`src/verilog/acss_pkg.sv`:
```
// Package for the converter configuration and primary status register bank
package acss_pkg;

  // ************************************************************
  // Register offsets
  // ************************************************************
  localparam logic [15:0] OFF_CONVERTER_INPUT_CONFIG    = 16'h00d8;
  localparam logic [15:0] OFF_AVERAGING_SELECT          = 16'h00d9;
  localparam logic [15:0] OFF_PRIMARY_STATUS_WORD       = 16'h00e0;
  localparam logic [15:0] OFF_PRIMARY_STATUS_SET        = 16'hfeca;
  localparam logic [15:0] OFF_PRIMARY_STATUS_ALERT_MASK = 16'hfeda;

  // ************************************************************
  // Field positions
  // ************************************************************
  localparam int CFG_DRAIN_SOURCE_BIT = 1;
  localparam int CFG_SUPPLY_BIT       = 0;
  localparam int CFG_ZERO_BIT         = 6;
  localparam int AVG_REPORT_BIT       = 7;
  localparam int AVG_CODE_MSB         = 3;
  localparam int ST_ALERT_BIT         = 15;
  localparam int ST_STICKY_BIT        = 14;
  localparam int ST_POWER_LOSS_BIT    = 11;
  localparam int ST_RESET_DONE_BIT    = 10;
  localparam int ST_AVERAGE_DONE_BIT  = 7;
  localparam int ST_CONV_DONE_BIT     = 6;
  localparam int ST_SUMMARY_BIT       = 0;

  // ************************************************************
  // Reset values and bit masks
  // ************************************************************
  localparam logic [7:0]  CFG_RESET      = 8'h01;
  localparam logic [7:0]  CFG_WR_MASK    = 8'hbf;
  localparam logic [7:0]  AVG_RESET      = 8'h85;
  localparam logic [7:0]  AVG_WR_MASK    = 8'h8f;
  localparam logic [15:0] STATUS_RESET   = 16'h0000;
  localparam logic [15:0] STATUS_IMPL    = 16'hccc1;
  localparam logic [15:0] MASK_RESET     = 16'h3cfe;
  localparam logic [15:0] MASK_WR_MASK   = 16'h3cfe;
  localparam logic [15:0] ALERT_SOURCES  = 16'h0cc1;

  // ************************************************************
  // Pin routing
  // ************************************************************
  localparam int PIN_COUNT = 4;
  localparam int PIN_SEL_W = 2;

  // ************************************************************
  // Carriers
  // ************************************************************
  typedef struct packed {
    logic        wr;
    logic        rd;
    logic [15:0] addr;
    logic [15:0] wdata;
  } acss_req_t;

  typedef struct packed {
    logic [PIN_SEL_W-1:0] select;
    logic                 active_low;
  } acss_route_t;

endpackage
```
`src/verilog/acss_bank.sv`:
```
// Converter configuration, averaging and primary status register bank
`timescale 1ns/1ps
module acss_bank (
  // Clock and reset
  input  wire logic                             clock,
  input  wire logic                             reset_n,
  // Register access
  input  wire acss_pkg::acss_req_t              req,
  output logic [15:0]                           rdata_reg,
  output logic                                  rvalid_reg,
  // Events and levels from the measurement side
  input  wire logic                             alert_response,
  input  wire logic                             power_on_cause,
  input  wire logic                             average_done,
  input  wire logic                             conversion_done,
  input  wire logic                             secondary_status_any,
  input  wire logic                             power_voltage_source,
  // Pin routing configuration
  input  wire acss_pkg::acss_route_t            alert_route,
  input  wire acss_pkg::acss_route_t            sticky_route,
  // Converter steering
  output logic                                  drain_source_aux_enable_reg,
  output logic                                  supply_aux_enable_reg,
  output logic                                  supply_aux_is_vout_reg,
  output logic                                  report_averaged_reg,
  output logic [3:0]                            sample_code_reg,
  output logic [16:0]                           samples_per_average_reg,
  // Status pins
  output logic [acss_pkg::PIN_COUNT-1:0]        alert_pin_reg,
  output logic [acss_pkg::PIN_COUNT-1:0]        alert_pin_oe_reg,
  output logic [acss_pkg::PIN_COUNT-1:0]        sticky_pin_reg,
  output logic [acss_pkg::PIN_COUNT-1:0]        sticky_pin_oe_reg
);

  // ************************************************************
  // Reset release
  // ************************************************************
  logic        rst_meta_reg;
  logic        rst_n_reg;
  logic        started_reg;
  logic        start_pulse;

  always_ff @(posedge clock or negedge reset_n) begin
    if (!reset_n) begin
      rst_meta_reg <= 1'b0;
      rst_n_reg    <= 1'b0;
    end else begin
      rst_meta_reg <= 1'b1;
      rst_n_reg    <= rst_meta_reg;
    end
  end

  always_ff @(posedge clock or negedge rst_n_reg) begin
    if (!rst_n_reg) begin
      started_reg <= 1'b0;
    end else begin
      started_reg <= 1'b1;
    end
  end

  assign start_pulse = rst_n_reg & ~started_reg;

  // ************************************************************
  // Decode
  // ************************************************************
  logic        wr_cfg;
  logic        wr_avg;
  logic        wr_status;
  logic        wr_set;
  logic        wr_mask;

  assign wr_cfg    = req.wr & (req.addr == acss_pkg::OFF_CONVERTER_INPUT_CONFIG);
  assign wr_avg    = req.wr & (req.addr == acss_pkg::OFF_AVERAGING_SELECT);
  assign wr_status = req.wr & (req.addr == acss_pkg::OFF_PRIMARY_STATUS_WORD);
  assign wr_set    = req.wr & (req.addr == acss_pkg::OFF_PRIMARY_STATUS_SET);
  assign wr_mask   = req.wr & (req.addr == acss_pkg::OFF_PRIMARY_STATUS_ALERT_MASK);

  // ************************************************************
  // Configuration registers
  // ************************************************************
  logic [7:0]  cfg_reg;
  logic [7:0]  avg_reg;
  logic [15:0] mask_reg;

  // Reserved config bits 7 and 5:2 kept as written; host keeps them zero
  always_ff @(posedge clock or negedge rst_n_reg) begin
    if (!rst_n_reg) begin
      cfg_reg <= acss_pkg::CFG_RESET;
    end else if (wr_cfg) begin
      cfg_reg <= req.wdata[7:0] & acss_pkg::CFG_WR_MASK;
    end
  end

  always_ff @(posedge clock or negedge rst_n_reg) begin
    if (!rst_n_reg) begin
      avg_reg <= acss_pkg::AVG_RESET;
    end else if (wr_avg) begin
      avg_reg <= req.wdata[7:0] & acss_pkg::AVG_WR_MASK;
    end
  end

  always_ff @(posedge clock or negedge rst_n_reg) begin
    if (!rst_n_reg) begin
      mask_reg <= acss_pkg::MASK_RESET;
    end else if (wr_mask) begin
      mask_reg <= req.wdata & acss_pkg::MASK_WR_MASK;
    end
  end

  // ************************************************************
  // Converter steering outputs
  // ************************************************************
  always_ff @(posedge clock or negedge rst_n_reg) begin
    if (!rst_n_reg) begin
      drain_source_aux_enable_reg <= 1'b0;
      supply_aux_enable_reg       <= 1'b0;
      supply_aux_is_vout_reg      <= 1'b0;
      report_averaged_reg         <= 1'b0;
      sample_code_reg             <= 4'h0;
      samples_per_average_reg     <= 17'h00000;
    end else begin
      drain_source_aux_enable_reg <= cfg_reg[acss_pkg::CFG_DRAIN_SOURCE_BIT];
      supply_aux_enable_reg       <= cfg_reg[acss_pkg::CFG_SUPPLY_BIT];
      // Power path on input leaves the output supply free for the auxiliary slot
      supply_aux_is_vout_reg      <= power_voltage_source;
      report_averaged_reg         <= avg_reg[acss_pkg::AVG_REPORT_BIT];
      sample_code_reg             <= avg_reg[acss_pkg::AVG_CODE_MSB:0];
      samples_per_average_reg     <= 17'h00002 << avg_reg[acss_pkg::AVG_CODE_MSB:0];
    end
  end

  // ************************************************************
  // Primary status word
  // ************************************************************
  logic [15:0] status_reg;
  logic [15:0] hw_set;
  logic [15:0] sw_set;
  logic [15:0] sw_clr;
  logic [15:0] alert_clr;
  logic [15:0] rising;
  logic        alert_event;

  always_comb begin
    hw_set = 16'h0000;
    hw_set[acss_pkg::ST_POWER_LOSS_BIT]   = start_pulse & power_on_cause;
    hw_set[acss_pkg::ST_RESET_DONE_BIT]   = start_pulse;
    hw_set[acss_pkg::ST_AVERAGE_DONE_BIT] = average_done;
    hw_set[acss_pkg::ST_CONV_DONE_BIT]    = conversion_done;
    hw_set[acss_pkg::ST_SUMMARY_BIT]      = secondary_status_any;
    hw_set[acss_pkg::ST_ALERT_BIT]        = alert_event;
    hw_set[acss_pkg::ST_STICKY_BIT]       = alert_event;
  end

  assign sw_set = wr_set ? (req.wdata & acss_pkg::STATUS_IMPL) : 16'h0000;
  assign sw_clr = wr_status ? req.wdata : 16'h0000;
  // Alert response touches only the alert bit, never the sticky copy
  assign alert_clr = alert_response ? (16'h0001 << acss_pkg::ST_ALERT_BIT) : 16'h0000;

  // Unmasked sources that go from clear to set raise one alert
  assign rising = (hw_set | sw_set) & ~status_reg & ~mask_reg & acss_pkg::ALERT_SOURCES;

  always_ff @(posedge clock or negedge rst_n_reg) begin
    if (!rst_n_reg) begin
      alert_event <= 1'b0;
    end else begin
      alert_event <= |rising;
    end
  end

  // Set wins over clear so no event is lost in the clearing cycle
  always_ff @(posedge clock or negedge rst_n_reg) begin
    if (!rst_n_reg) begin
      status_reg <= acss_pkg::STATUS_RESET;
    end else begin
      status_reg <= ((status_reg & ~sw_clr & ~alert_clr) | hw_set | sw_set)
                    & acss_pkg::STATUS_IMPL;
    end
  end

  // ************************************************************
  // Read path
  // ************************************************************
  logic [15:0] rd_mux;

  always_comb begin
    rd_mux = 16'h0000;
    unique case (req.addr)
      acss_pkg::OFF_CONVERTER_INPUT_CONFIG: begin
        rd_mux = {8'h00, cfg_reg};
      end
      acss_pkg::OFF_AVERAGING_SELECT: begin
        rd_mux = {8'h00, avg_reg};
      end
      acss_pkg::OFF_PRIMARY_STATUS_WORD,
      acss_pkg::OFF_PRIMARY_STATUS_SET: begin
        rd_mux = status_reg;
      end
      acss_pkg::OFF_PRIMARY_STATUS_ALERT_MASK: begin
        rd_mux = mask_reg;
      end
      default: begin
        rd_mux = 16'h0000;
      end
    endcase
  end

  always_ff @(posedge clock or negedge rst_n_reg) begin
    if (!rst_n_reg) begin
      rdata_reg  <= 16'h0000;
      rvalid_reg <= 1'b0;
    end else begin
      rvalid_reg <= req.rd;
      rdata_reg  <= req.rd ? rd_mux : 16'h0000;
    end
  end

  // ************************************************************
  // Pin routing
  // ************************************************************
  acss_pin_route u_alert_route (
    .clock       (clock),
    .rst_n       (rst_n_reg),
    .level       (status_reg[acss_pkg::ST_ALERT_BIT]),
    .route       (alert_route),
    .pin_out_reg (alert_pin_reg),
    .pin_oe_reg  (alert_pin_oe_reg)
  );

  acss_pin_route u_sticky_route (
    .clock       (clock),
    .rst_n       (rst_n_reg),
    .level       (status_reg[acss_pkg::ST_STICKY_BIT]),
    .route       (sticky_route),
    .pin_out_reg (sticky_pin_reg),
    .pin_oe_reg  (sticky_pin_oe_reg)
  );
endmodule

```
`src/verilog/acss_pin_route.sv`:
```
// Routes one status level to a chosen pin with chosen polarity
`timescale 1ns/1ps
module acss_pin_route (
  // Clock and reset
  input  wire logic                             clock,
  input  wire logic                             rst_n,
  // Source and configuration
  input  wire logic                             level,
  input  wire acss_pkg::acss_route_t            route,
  // Pins
  output logic [acss_pkg::PIN_COUNT-1:0]        pin_out_reg,
  output logic [acss_pkg::PIN_COUNT-1:0]        pin_oe_reg
);

  always_ff @(posedge clock or negedge rst_n) begin
    if (!rst_n) begin
      pin_out_reg <= '0;
      pin_oe_reg  <= '0;
    end else begin
      for (int i = 0; i < acss_pkg::PIN_COUNT; i++) begin
        pin_oe_reg[i]  <= (route.select == i[acss_pkg::PIN_SEL_W-1:0]);
        pin_out_reg[i] <= (route.select == i[acss_pkg::PIN_SEL_W-1:0]) &
                          (level ^ route.active_low);
      end
    end
  end

endmodule

```
`config.mk`:
```
export PLATFORM = sky130hd
export DESIGN_NAME = acss_bank
export DESIGN_NICKNAME = d
export VERILOG_FILES = /design/src/verilog/acss_pkg.sv /design/src/verilog/acss_bank.sv /design/src/verilog/acss_pin_route.sv
export SDC_FILE = /design/constraint.sdc
export NUM_CORES = 1
export LEC_CHECK = 0
export BUFFER_PORTS_ARGS = -buffer_cell sky130_fd_sc_hd__buf_4
export CAP_MARGIN = 20
export CORE_MARGIN = 4
export CORE_UTILIZATION = 55
export DETAILED_ROUTE_END_ITERATION = 10
export PLACE_DENSITY = 0.95
export SLEW_MARGIN = 10
export SYNTH_ARGS = -nofsm -noshare
export SYNTH_HDL_FRONTEND = slang
export SYNTH_SLANG_ARGS = --single-unit
```
`constraint.sdc`:
```
create_clock -name clock -period 5.45 [get_ports clock]
set_clock_uncertainty 0.1 [all_clocks]
set_input_delay 1.09 -clock clock [delete_from_list [all_inputs] [get_ports clock]]
set_output_delay 1.09 -clock clock [all_outputs]
set_load 0.005 [all_outputs]
```
==> metrics.txt <==
status=completed; worst hold slack=90.0 ps; Fmax=365 MHz; largest family of logic cells by synthesized area=simple AND/OR/NAND/NOR gates; final core utilization=74.8%; Avg Inst Size Synth=13.3 um^2; Max-slew headroom=43.4%; fin crit period=2740 ps; filler cell count=423; CP Launch Type=primary input; largest net degree at the start of global routing=72; crit path cell chain=buf_4 > nand4_1 > or4_4 > nor2_2 > mux2_2; Tcrit/Tclk final=50.3%; Via-to-Cell Ratio=5.49; n_diodes=0; actual slew at the worst max-slew pin=849 ps; Synth cell types=45; slowest CP cell=or4_4; layout cell share with drive strength beyond 1=43.7%; # clock sinks=89; Die Y=88.0 um; post-cts sizing count=0; Hold Path Class=reg -> async; Vias=2,450; Peak VDD IR=0.180 mV; antenna viol nets, final=0; power share of the clock group=39.3%; GP Congestion=0.821; Comb pwr share=6.0%; Clock Root Buffer=clkbuf_8; CP top delay family=simple AND/OR/NAND/NOR gates; Pint=0.964 mW; Post-Syn Area=3520 um^2; most common cell in the netlist=dfrtp_1; number of synthesized register bits=89; drc violations=0; top post-synthesis cells by count=dfrtp_1 (74), mux2_2 (17), nor2b_1 (16); dpl hpwl=5460 um; Site Rows=28; Static Leak=2.26 nW; vias in the first global route=2,614; Synth Area in Simple Gates=16.3%; Nets=414; antenna violations before repair=0; Top FF cell, synth=dfrtp_1; DRT Wirelength=7510 um; Worst Path Class, Setup=in -> reg; post-synthesis sequential area ratio=63.8%; Slew Viols, Final=0; Synth Area in XOR/XNOR=0.498%; final setup TNS=0 ps; area leader, netlist=dfrtp_1; post-synthesis mux area share=8.96%; CTS tree=yes; Synth Area in Adders=0%; drt wl/cell=16.8 um; top fanout value on the critical path=11; total track usage=20.9%; Core Region=6060 um^2; Reg power frac=54.7%; CP Depth=5; Sw Share=21.5%; Sw Pwr=0.264 mW; Setup Fix Bufs, Post-CTS=0; Synth Instances=264; # hold bufs at CTS=0; setup violators final=0; Initial Util=58.1%; Power Dens Cells=271 nW/um^2; number of H-tree levels=3; first-pass GRT wire length=12,400 um; maxcap violations=0; Starting DRT DRC Count=109; number of flip-flops in the largest register=16; RSZ-0062 raised after global routing=false; worst skew pair latency=350 ps; die width=88.0 um; DRT Pass-1 Iters=4; reg2reg path depth=4; Max Root-Sink Buffers=2; CTS clk-pin slew, worst paths=90 ps; asr flop ratio synth=100%; EDFF count, synth=0; I/O pin count=106; Layout Area Growth over Synthesis=28.8%; IO buf count=100; Die Area=7740 um^2; Crit. End Element=register; final hold viol count=0; Num CTS Buffers=9; Yosys warnings=0; largest stage delay on the critical path=590 ps; dominant cells by area after synthesis=dfrtp_1 (53%), dfstp_2 (11%), mux2_2 (5.4%); Buf+Inv Stages, Crit Path=1; Overflow after GRT=0; share of the synthesized area in the top cell type=52.6%; WP data required=5620 ps; post-route design area=4530 um^2; DP Area=4310 um^2; fraction of the mapped netlist area in compound gates=7.11%; WP data arrival=2910 ps
[final timing paths]
| path | from | to | slack [ps] |
|---|---|---|---|
| min reg2reg | rst_n_reg | rdata_reg[5] | 90 |
| max in group asynchronous | rst_n_reg | alert_event | 4040 |
| min in group clock | rst_meta_reg | rst_n_reg | 270 |
| max reg2reg | mask_reg[6] | alert_event | 3970 |
| min | rst_n_reg | rdata_reg[5] | 90 |
| max | req[31] | mask_reg[13] | 2710 |
[metrics by stage]
step / worst slack, ps / power [mW] / std cells
2_1_floorplan: 2580 / 0.709 / 267
3_3_place_gp: 2170 / 0.756 / 429
3_5_place_dp: 2130 / 0.759 / 429
4_1_cts: 2460 / 1.24 / 445
5_1_grt: 2600 / 1.27 / 446
6_report: 2710 / 1.23 / 446
[power by group through the flow]
| stage | registers, mW | clock network (mW) | logic [mW] |
|---|---|---|---|
| 2_1_floorplan | 0.692 | 0 | 0.0174 |
| 3_3_place_gp | 0.685 | 0 | 0.0715 |
| 3_5_place_dp | 0.685 | 0 | 0.0739 |
| 4_1_cts | 0.672 | 0.493 | 0.0741 |
| 5_1_grt | 0.674 | 0.518 | 0.0810 |
| 6_report | 0.672 | 0.482 | 0.0737 |
[cell families (layout without fill, tap and decap cells)]
| kind of cell | count (synthesis) | count (layout) |
|---|---|---|
| flops | 89 | 89 |
| simple gates | 86 | 86 |
| compound gates | 34 | 34 |
| mux | 28 | 28 |
| buf+inv | 23 | 127 |
| other cells | 2 | 5 |
| xor+xnor | 2 | 2 |
[per-layer routing]
metal | vias up | share of wire (%) | wire, um | global-route usage [%]
li1 | 1133 | - | - | -
met1 | 1206 | 39 | 2920 | 25.1
met2 | 98 | 52 | 3880 | 37.1
met3 | 13 | 8.1 | 606 | 4.89
met4 | 0 | 1.4 | 102 | 6.42
met5 | - | 0 | 0 | 0
[cell type report]
cell class              instances  area, um^2  area share [%]
clock buffers                  10         128            2.82
clock inverters                 6        90.1            1.99
multi-input cells             155        1170            25.9
inverters                       9        33.8           0.745
flip-flops and latches         89        2250            49.6
well taps                      75        93.8            2.07
repair buffers                102         763            16.8
[layout by cell type (no fill, tap or decap), types with 2 or more instances in the layout]
cell         n
clkbuf_8     9
nor4_4       2
nor2_1      15
and2_1       3
nand2_1     10
conb_1       5
dfrtp_1     73
nand4_1      2
nor3_1       8
a32oi_1      2
a31oi_1      6
and3_1       5
o21ai_0      6
a211o_1      7
buf_4      101
inv_1        9
nor4_2       4
and4_1       2
nor4b_1      2
dfstp_2     15
nor2b_1     16
bufinv_16    2
mux2_2      17
xnor2_1      2
nand2b_1     4
a21boi_0     5
a222oi_1     2
mux2_1      11
a22oi_1      4
[worst reg2reg max path, delay by kind of cell (launching register included)]
kind / cells / cell delay (ps)
AOI/OAI and AO/OA: 2 / 560
DFF: 1 / 550
and+or+nand+nor: 2 / 170
No activity file was read; power rests on OpenSTA's default activity.
